--- config.mk ---
export PLATFORM = sky130hd
export DESIGN_NAME = cam_counter_array
export DESIGN_NICKNAME = d
export VERILOG_FILES = /design/src/verilog/cam_pkg.sv /design/src/verilog/cam_chan_if.sv /design/src/verilog/cam_counter_array.sv /design/src/verilog/cam_channel.sv
export SDC_FILE = /design/constraint.sdc
export NUM_CORES = 1
export LEC_CHECK = 0
export ABC_AREA = 0
export BUFFER_PORTS_ARGS = -buffer_cell sky130_fd_sc_hd__buf_4
export CAP_MARGIN = 20
export CORE_MARGIN = 8
export CORE_UTILIZATION = 54
export CTS_BUF_LIST = sky130_fd_sc_hd__clkbuf_8
export DETAILED_ROUTE_END_ITERATION = 8
export PLACE_DENSITY = 0.74
export RECOVER_POWER = 25
export SLEW_MARGIN = 20
export SYNTH_ARGS = -nofsm -noshare
export SYNTH_HDL_FRONTEND = slang
export SYNTH_SLANG_ARGS = --single-unit
--- constraint.sdc ---
create_clock -name clk_i -period 5.6 [get_ports clk_i]
set_input_delay 0.84 -clock clk_i [delete_from_list [all_inputs] [get_ports clk_i]]
set_output_delay 0.84 -clock clk_i [all_outputs]
set_load 0.01 [all_outputs]
--- src/verilog/cam_pkg.sv ---
// Shared constants and types of the counter array
`default_nettype none
package cam_pkg;
    localparam int NUM_CHAN = 5;
    localparam int WDT_CHAN = 4;
    // Register indices; byte address is index times four
    localparam int ADDR_LSB = 2;
    localparam int ADDR_MSB = 9;
    localparam logic [7:0] IDX_COUNTER_LOW = 8'he9;
    localparam logic [7:0] IDX_COUNTER_HIGH = 8'hf9;
    localparam logic [7:0] IDX_COMPARE_LOW0 = 8'hea;
    localparam logic [7:0] IDX_COMPARE_HIGH0 = 8'hfa;
    localparam logic [7:0] IDX_MODE0 = 8'hc0;
    localparam logic [7:0] IDX_ARRAY_CONTROL = 8'hc8;
    localparam logic [7:0] IDX_GUARD_CONTROL = 8'hc9;
    // Module mode register fields
    localparam int B_IRQ_EN = 0;
    localparam int B_PWM = 1;
    localparam int B_FLIP = 2;
    localparam int B_HIT = 3;
    localparam int B_FALL = 4;
    localparam int B_RISE = 5;
    localparam int B_CMP_EN = 6;
    // Guard control field
    localparam int B_GUARD_EN = 0;
    // Reset values, count step and low-byte wrap value
    localparam logic [7:0] RST_BYTE = 8'h00;
    localparam logic [15:0] RST_COUNT = 16'h0000;
    localparam logic [15:0] COUNT_STEP = 16'h0001;
    localparam logic [7:0] LOW_WRAP = 8'h00;
    typedef enum logic [0:0] {
        ST_IDLE = 1'b0,
        ST_RD_WAIT = 1'b1
    } cam_bus_state_t;
endpackage
`default_nettype wire

--- src/verilog/cam_chan_if.sv ---
// Link between the array core and one compare/capture module
`default_nettype none
interface cam_chan_if;
    logic wr_mode;
    logic wr_low;
    logic wr_high;
    logic [7:0] wdata;
    logic [15:0] count;
    logic tick;
    logic wrap;
    logic pin_s;
    logic [7:0] mode;
    logic [7:0] cmp_low;
    logic [7:0] cmp_high;
    logic event_p;
    logic hit;
    logic pin_o;
    logic pin_oe;
    modport ctrl (
        output wr_mode, wr_low, wr_high, wdata, count, tick, wrap, pin_s,
        input mode, cmp_low, cmp_high, event_p, hit, pin_o, pin_oe
    );
    modport chan (
        input wr_mode, wr_low, wr_high, wdata, count, tick, wrap, pin_s,
        output mode, cmp_low, cmp_high, event_p, hit, pin_o, pin_oe
    );
endinterface
`default_nettype wire

--- src/verilog/cam_counter_array.sv ---
// Counter array top: shared counter, AHB-Lite registers, five modules
// Function
// - Rising or falling capture bit set puts module in capture mode, pin sampled.
// - Valid pin edge copies counter high and low into compare bytes.
// - Interrupt request only when event flag and its enable are both set.
// - Compare enable plus hit enable makes a 16-bit software timer.
// - Writing compare high byte sets compare enable.
// - Writing compare low byte clears compare enable.
// - Compare enable stays directly writable in the mode register.
// - Flip, hit and compare enable set, PWM bit clear: pin inverts on each match.
// - PWM active when PWM bit and compare enable both set.
// - PWM pin low while counter low below compare low, else high.
// - In PWM mode, counter low wrap reloads compare low from compare high.
// - One shared counter: same PWM frequency, independent duty.
// - Only module 4 can be watchdog; otherwise usable in all modes.
// - Watchdog match raises internal reset, not the external reset pin.
// - Clearing guard enable blocks the watchdog reset.
// - Counter low byte at index e9, reset zero.
// - Rising capture bit selects positive edge, falling bit negative edge.
// - With hit enable, a match sets the module event flag.
//
// Chosen here: the AHB-Lite register port.
`default_nettype none
module cam_counter_array
    import cam_pkg::*;
(
    // Clock and reset
    input wire logic clk_i,
    input wire logic reset_n_i,
    // AHB-Lite slave
    input wire logic hsel_i,
    input wire logic [31:0] haddr_i,
    input wire logic [1:0] htrans_i,
    input wire logic hwrite_i,
    input wire logic [2:0] hsize_i,
    input wire logic [31:0] hwdata_i,
    input wire logic hready_i,
    output logic hreadyout_o,
    output logic hresp_o,
    output logic [31:0] hrdata_o,
    // Count source
    input wire logic count_pulse_i,
    // Module pins
    input wire logic [NUM_CHAN-1:0] module_pin_i,
    output logic [NUM_CHAN-1:0] module_pin_o,
    output logic [NUM_CHAN-1:0] module_pin_oe_o,
    // Requests
    output logic event_irq_o,
    output logic guard_reset_o
);
    cam_bus_state_t state;
    logic addr_ok;
    logic wr_pend;
    logic [7:0] idx_q;
    logic [7:0] rd_byte;
    logic wr_cl;
    logic wr_ch;
    logic wr_ctl;
    logic wr_guard;
    logic [15:0] count;
    logic tick_q;
    logic wrap;
    logic [NUM_CHAN-1:0] pin_s1;
    logic [NUM_CHAN-1:0] pin_s2;
    logic [NUM_CHAN-1:0] events;
    logic [NUM_CHAN-1:0] hits;
    logic [NUM_CHAN-1:0] irq_en;
    logic [NUM_CHAN-1:0] flags;
    logic guard_en;
    logic [7:0] mode_rd [NUM_CHAN];
    logic [7:0] low_rd [NUM_CHAN];
    logic [7:0] high_rd [NUM_CHAN];

    // Bus front end: writes take no wait, reads take one
    assign addr_ok = hsel_i & hready_i & htrans_i[1];
    assign hreadyout_o = (state != ST_RD_WAIT);
    assign hresp_o = 1'b0;

    always_ff @(posedge clk_i or negedge reset_n_i)
    begin
        if (!reset_n_i)
        begin
            wr_pend <= 1'b0;
            idx_q <= RST_BYTE;
        end
        else if (hready_i)
        begin
            wr_pend <= addr_ok & hwrite_i;
            if (addr_ok)
                idx_q <= haddr_i[ADDR_MSB:ADDR_LSB];
        end
    end

    always_ff @(posedge clk_i or negedge reset_n_i)
    begin
        if (!reset_n_i)
            state <= ST_IDLE;
        else
        begin
            case (state)
                ST_IDLE:
                    if (addr_ok & ~hwrite_i)
                        state <= ST_RD_WAIT;
                ST_RD_WAIT:
                    state <= ST_IDLE;
                default:
                    state <= ST_IDLE;
            endcase
        end
    end

    always_ff @(posedge clk_i or negedge reset_n_i)
    begin
        if (!reset_n_i)
            hrdata_o <= 32'h0000_0000;
        else if (state == ST_RD_WAIT)
            hrdata_o <= {24'h00_0000, rd_byte};
    end

    // Read mux; unmapped indices read zero
    always_comb
    begin
        rd_byte = RST_BYTE;
        if (idx_q == IDX_COUNTER_LOW)
            rd_byte = count[7:0];
        if (idx_q == IDX_COUNTER_HIGH)
            rd_byte = count[15:8];
        if (idx_q == IDX_ARRAY_CONTROL)
            rd_byte = {3'b000, flags};
        if (idx_q == IDX_GUARD_CONTROL)
            rd_byte = {7'b000_0000, guard_en};
        for (int i = 0; i < NUM_CHAN; i++)
        begin
            if (idx_q == IDX_MODE0 + 8'(i))
                rd_byte = mode_rd[i];
            if (idx_q == IDX_COMPARE_LOW0 + 8'(i))
                rd_byte = low_rd[i];
            if (idx_q == IDX_COMPARE_HIGH0 + 8'(i))
                rd_byte = high_rd[i];
        end
    end

    assign wr_cl = wr_pend & (idx_q == IDX_COUNTER_LOW);
    assign wr_ch = wr_pend & (idx_q == IDX_COUNTER_HIGH);
    assign wr_ctl = wr_pend & (idx_q == IDX_ARRAY_CONTROL);
    assign wr_guard = wr_pend & (idx_q == IDX_GUARD_CONTROL);

    always_ff @(posedge clk_i or negedge reset_n_i)
    begin
        if (!reset_n_i)
            count <= RST_COUNT;
        else if (wr_cl)
            count[7:0] <= hwdata_i[7:0];
        else if (wr_ch)
            count[15:8] <= hwdata_i[7:0];
        else if (count_pulse_i)
            count <= count + COUNT_STEP;
    end

    // Compares run only on a freshly advanced count
    always_ff @(posedge clk_i or negedge reset_n_i)
    begin
        if (!reset_n_i)
            tick_q <= 1'b0;
        else
            tick_q <= count_pulse_i & ~wr_cl & ~wr_ch;
    end

    assign wrap = tick_q & (count[7:0] == LOW_WRAP);

    // Two-stage pin synchroniser
    always_ff @(posedge clk_i or negedge reset_n_i)
    begin
        if (!reset_n_i)
        begin
            pin_s1 <= '0;
            pin_s2 <= '0;
        end
        else
        begin
            pin_s1 <= module_pin_i;
            pin_s2 <= pin_s1;
        end
    end

    for (genvar g = 0; g < NUM_CHAN; g++)
    begin : g_chan
        cam_chan_if link ();
        assign link.wr_mode = wr_pend & (idx_q == IDX_MODE0 + 8'(g));
        assign link.wr_low = wr_pend & (idx_q == IDX_COMPARE_LOW0 + 8'(g));
        assign link.wr_high = wr_pend & (idx_q == IDX_COMPARE_HIGH0 + 8'(g));
        assign link.wdata = hwdata_i[7:0];
        assign link.count = count;
        assign link.tick = tick_q;
        assign link.wrap = wrap;
        assign link.pin_s = pin_s2[g];
        assign mode_rd[g] = link.mode;
        assign low_rd[g] = link.cmp_low;
        assign high_rd[g] = link.cmp_high;
        assign events[g] = link.event_p;
        assign hits[g] = link.hit;
        assign irq_en[g] = link.mode[B_IRQ_EN];
        assign module_pin_o[g] = link.pin_o;
        assign module_pin_oe_o[g] = link.pin_oe;

        cam_channel u_chan (
            .clk_i(clk_i),
            .reset_n_i(reset_n_i),
            .ch(link)
        );
    end

    // Event flags: a set in the clearing cycle survives
    always_ff @(posedge clk_i or negedge reset_n_i)
    begin
        if (!reset_n_i)
            flags <= '0;
        else if (wr_ctl)
            flags <= hwdata_i[NUM_CHAN-1:0] | events;
        else
            flags <= flags | events;
    end

    assign event_irq_o = |(flags & irq_en);

    always_ff @(posedge clk_i or negedge reset_n_i)
    begin
        if (!reset_n_i)
            guard_en <= 1'b0;
        else if (wr_guard)
            guard_en <= hwdata_i[B_GUARD_EN];
    end

    always_ff @(posedge clk_i or negedge reset_n_i)
    begin
        if (!reset_n_i)
            guard_reset_o <= 1'b0;
        else
            guard_reset_o <= guard_en & hits[WDT_CHAN];
    end
endmodule
`default_nettype wire

--- src/verilog/cam_channel.sv ---
// One compare/capture module: capture, timer, toggle output and PWM
`default_nettype none
module cam_channel
    import cam_pkg::*;
(
    // Clock and reset
    input wire logic clk_i,
    input wire logic reset_n_i,
    // Link to the array core
    cam_chan_if.chan ch
);
    logic [7:0] mode;
    logic [7:0] cmp_low;
    logic [7:0] cmp_high;
    logic pin_prev;
    logic pin_q;
    logic rise;
    logic fall;
    logic capture;
    logic match;
    logic pwm_mode;
    logic flip_mode;

    assign rise = ch.pin_s & ~pin_prev & mode[B_RISE];
    assign fall = ~ch.pin_s & pin_prev & mode[B_FALL];
    assign capture = rise | fall;
    assign match = mode[B_CMP_EN] & ch.tick & (ch.count == {cmp_high, cmp_low});
    assign pwm_mode = mode[B_CMP_EN] & mode[B_PWM];
    assign flip_mode = mode[B_CMP_EN] & mode[B_HIT] & mode[B_FLIP];

    assign ch.mode = mode;
    assign ch.cmp_low = cmp_low;
    assign ch.cmp_high = cmp_high;
    assign ch.event_p = capture | (match & mode[B_HIT]);
    assign ch.hit = match & mode[B_HIT];
    assign ch.pin_o = pin_q;
    assign ch.pin_oe = pwm_mode | flip_mode;

    always_ff @(posedge clk_i or negedge reset_n_i)
    begin
        if (!reset_n_i)
            pin_prev <= 1'b0;
        else
            pin_prev <= ch.pin_s;
    end

    always_ff @(posedge clk_i or negedge reset_n_i)
    begin
        if (!reset_n_i)
            mode <= RST_BYTE;
        else if (ch.wr_mode)
            mode <= {1'b0, ch.wdata[6:0]};
        else if (ch.wr_high)
            mode[B_CMP_EN] <= 1'b1;
        else if (ch.wr_low)
            mode[B_CMP_EN] <= 1'b0;
    end

    // Capture beats reload, reload beats a software write
    always_ff @(posedge clk_i or negedge reset_n_i)
    begin
        if (!reset_n_i)
            cmp_low <= RST_BYTE;
        else if (capture)
            cmp_low <= ch.count[7:0];
        else if (pwm_mode & ch.wrap)
            cmp_low <= cmp_high;
        else if (ch.wr_low)
            cmp_low <= ch.wdata;
    end

    always_ff @(posedge clk_i or negedge reset_n_i)
    begin
        if (!reset_n_i)
            cmp_high <= RST_BYTE;
        else if (capture)
            cmp_high <= ch.count[15:8];
        else if (ch.wr_high)
            cmp_high <= ch.wdata;
    end

    always_ff @(posedge clk_i or negedge reset_n_i)
    begin
        if (!reset_n_i)
            pin_q <= 1'b0;
        else if (pwm_mode)
            pin_q <= (ch.count[7:0] >= cmp_low);
        else if (flip_mode & match)
            pin_q <= ~pin_q;
    end
endmodule
`default_nettype wire

==> results.sh <==
export IMPL_outcome="finished with violations"
export IMPL_violations="capacitance limit, slew limit"
export IMPL_grt_total_usage_pct=30.1
export IMPL_ys_seq_area_share_pct=37.3
export IMPL_crit_path_top_delay_cell="and4b_1"
export IMPL_slew_headroom_pct=-72.3
export IMPL_fmax_mhz=276
export IMPL_setup_viol=0
export IMPL_synth_seq_cells=177
export IMPL_numCtsBuffers=17
export IMPL_hold_viol=0
export IMPL_grt_overflow_total=0
export IMPL_rsz0062_at_grt="false"
export IMPL_synth_edf_count=0
export IMPL_ios=126
export IMPL_drv_slew=97
export IMPL_portBuffers=48
export IMPL_synth_top_area_cell="dfrtp_1"
export IMPL_cts_tree="built"
export IMPL_crit_chain="inv_1, ha_1, and4b_1, nand3_1, nand2_1, mux2_2"
export IMPL_skew_ps=14.1
export IMPL_worst_slew_pin_slew_ps=2580
export IMPL_powerDensity_nw_per_um2=337
export IMPL_place_area_um2=12200
export IMPL_worst_path_max_fanout=9
export IMPL_wirelength_um=40100
export IMPL_dp_hpwl_um=27100
export IMPL_worstSetupPathType="flip-flop to flip-flop"
export IMPL_utilization_pct=57.9
export IMPL_max_stage_delay_ps=620
export IMPL_avgViaCountPerCell=6.60
export IMPL_peakVddDrop_mv=0.180
export IMPL_clk_pin_slew_ps=100
export IMPL_cts_root_buf="clkbuf_8"
export IMPL_grt_pass1_vias=9999
export IMPL_diodes=0
export IMPL_grt_pass1_wl_um=61200
export IMPL_dieArea_um2=27000
export IMPL_synth_cells=1298
export IMPL_hp_class="flip-flop to flip-flop"
export IMPL_grt_max_degree=97
export IMPL_detail_route_antenna_nets=0
export IMPL_drv_cap=1
export IMPL_drive_gt1_share_pct=14.4
export IMPL_fillCellCount=1955
export IMPL_synth_top_area_share_pct=37.3
export IMPL_cts_setup_buffers=0
export IMPL_rows=54
export IMPL_p_leak_nw=5.52
export IMPL_antenna_found_initial=0
export IMPL_clock_sinks=177
export IMPL_drc=0
export IMPL_core_area_um2=21700
export IMPL_timing_final_crit_share_pct=64.8
export IMPL_yosys_most_used_dff="dfrtp_1"
export IMPL_h_tree_depth=4
export IMPL_insertion_delay_ps=480
export IMPL_syn_area_per_cell_um2=9.15
export IMPL_fin_area_um2=12600
export IMPL_holdBufCountCts=0
export IMPL_gp_congestion=0.965
export IMPL_fin_crit_ps=3630
export IMPL_ys_top_cells_by_area="dfrtp_1 (37%), mux2i_1 (7.6%), mux2_2 (6.6%)"
export IMPL_cts_resized=0
export IMPL_die_w_um=164
export IMPL_clk_path_buf_depth=2
export IMPL_final_nets=1404
export IMPL_start_kind="flip-flop"
export IMPL_syn2layout_area_growth_pct=5.71
export IMPL_setup_tns_final_ps=0
export IMPL_synth_cell_types=73
export IMPL_yosys_top_cells_count="dfrtp_1 (177), nand2_1 (148), o21ai_0 (101)"
export IMPL_die_y_um=164
export IMPL_yosysMostFrequentCell="dfrtp_1"
export IMPL_drtIter0Drc=1345
export IMPL_required_ps=5960
export IMPL_netlist_area_um2=11900
export IMPL_end_kind="flip-flop"
export IMPL_cp_arrival_ps=3990
export IMPL_firstDrtPassIters=6
export IMPL_vias=10400
export IMPL_post_drt_wl_per_cell_um=25.5
export IMPL_initial_core_util_pct=54.8
export IMPL_async_reset_ff_share_pct=100
export IMPL_ys_warn_count=0
==> final timing paths <==
check                                      from                                         end  slack (ps)  cells after the start
setup / recovery           count[0]$_DFFE_PN0P_  g_chan[1].u_chan.ch.cmp_low[6]$_DFFE_PN0P_        1970                      6
hold / removal              pin_s1[0]$_DFF_PN0_                         pin_s2[0]$_DFF_PN0_         360                      0
setup reg to reg           count[0]$_DFFE_PN0P_  g_chan[1].u_chan.ch.cmp_low[6]$_DFFE_PN0P_        1970                      6
hold reg to reg             pin_s1[0]$_DFF_PN0_                         pin_s2[0]$_DFF_PN0_         360                      0
max in group asynchronous             reset_n_i                             state$_DFF_PN0_        2770                      2
min in group asynchronous             reset_n_i                        count[4]$_DFFE_PN0P_        1130                      1
==> state kept, by name, summed over array words and instances (netlist names) <==
| register | flops |
|---|---|
| wr_pend | 1 |
| g_chan.u_chan.ch.pin_o | 5 |
| g_chan.u_chan.ch.cmp_low | 40 |
| guard_en | 1 |
| hrdata_o | 8 |
| flags | 5 |
| g_chan.u_chan.ch.mode | 35 |
| idx_q | 8 |
| count | 16 |
| pin_s1 | 5 |
| g_chan.u_chan.pin_prev | 5 |
| g_chan.link.tick | 1 |
| g_chan.u_chan.ch.cmp_high | 40 |
| guard_reset_o | 1 |
| state | 1 |
| pin_s2 | 5 |
==> report_power, final <==
group,internal (mW),switching (mW),leakage [nW]
clock network,0.361,0.501,0.178
registers,1.51,0.359,2.11
logic,0.643,0.856,3.23
total,2.51,1.72,5.52
==> worst max-delay path, delay by kind of cell (launching register included) <==
kind,cells,cell delay [ps]
simple gates,3,1730
flops,1,610
buf+inv,1,550
mux,1,390
fa+ha+maj,1,230
==> per-layer routing <==
metal,global-route usage [%],vias up,routed length (um)
li1,-,4590,-
met1,39.9,5030,16000
met2,45.1,625,17700
met3,7.19,130,4320
met4,15.5,0,2050
met5,0,-,0
==> logic make-up (layout without fill, tap and decap cells) <==
kind of cell	after synthesis	count (layout)	share of synthesized area, %
AND/OR/NAND/NOR	376	376	15.9
AO/OA/AOI/OAI	298	298	15.6
multiplexers	177	177	15.8
flip-flops	177	177	37.3
buffers and inverters	172	143	6.88
XOR/XNOR	55	55	4.06
adder cells (fa/ha/maj)	42	42	4.42
other	1	25	0.0316
==> per-stage QoR <==
step / std cells / total power [mW] / hold slack, ps / setup WS, ps
final: 1573 / 4.23 / 356 / 1970
after global routing: 1573 / 4.47 / 365 / 1910
after CTS: 1573 / 4.21 / 357 / 2100
after detailed placement: 1543 / 3.35 / 335 / 2130
after global placement: 1543 / 3.29 / 332 / 2190
after floorplan: 1322 / 2.83 / 331 / 3020
==> area by class of cell <==
class                   instances  area (um^2)  area share (%)
repair buffers                 68          508            4.05
clock inverters                12          111           0.887
inverters                      45          169            1.35
multi-input cells             973         6740            53.7
flip-flops and latches        177         4430            35.3
clock buffers                  18          248            1.97
well taps                     280          350            2.79
==> layout by cell type (no fill, tap or decap), types with 32 or more instances in the layout <==
cell type,n
o21ai_0,101
dfrtp_1,177
mux2_2,70
nand3_1,32
inv_1,45
nand2_1,148
ha_1,42
xnor2_1,39
buf_4,62
mux2i_1,90
nor2_1,64
a21oi_1,59
Power figures use the tool's default switching activity.
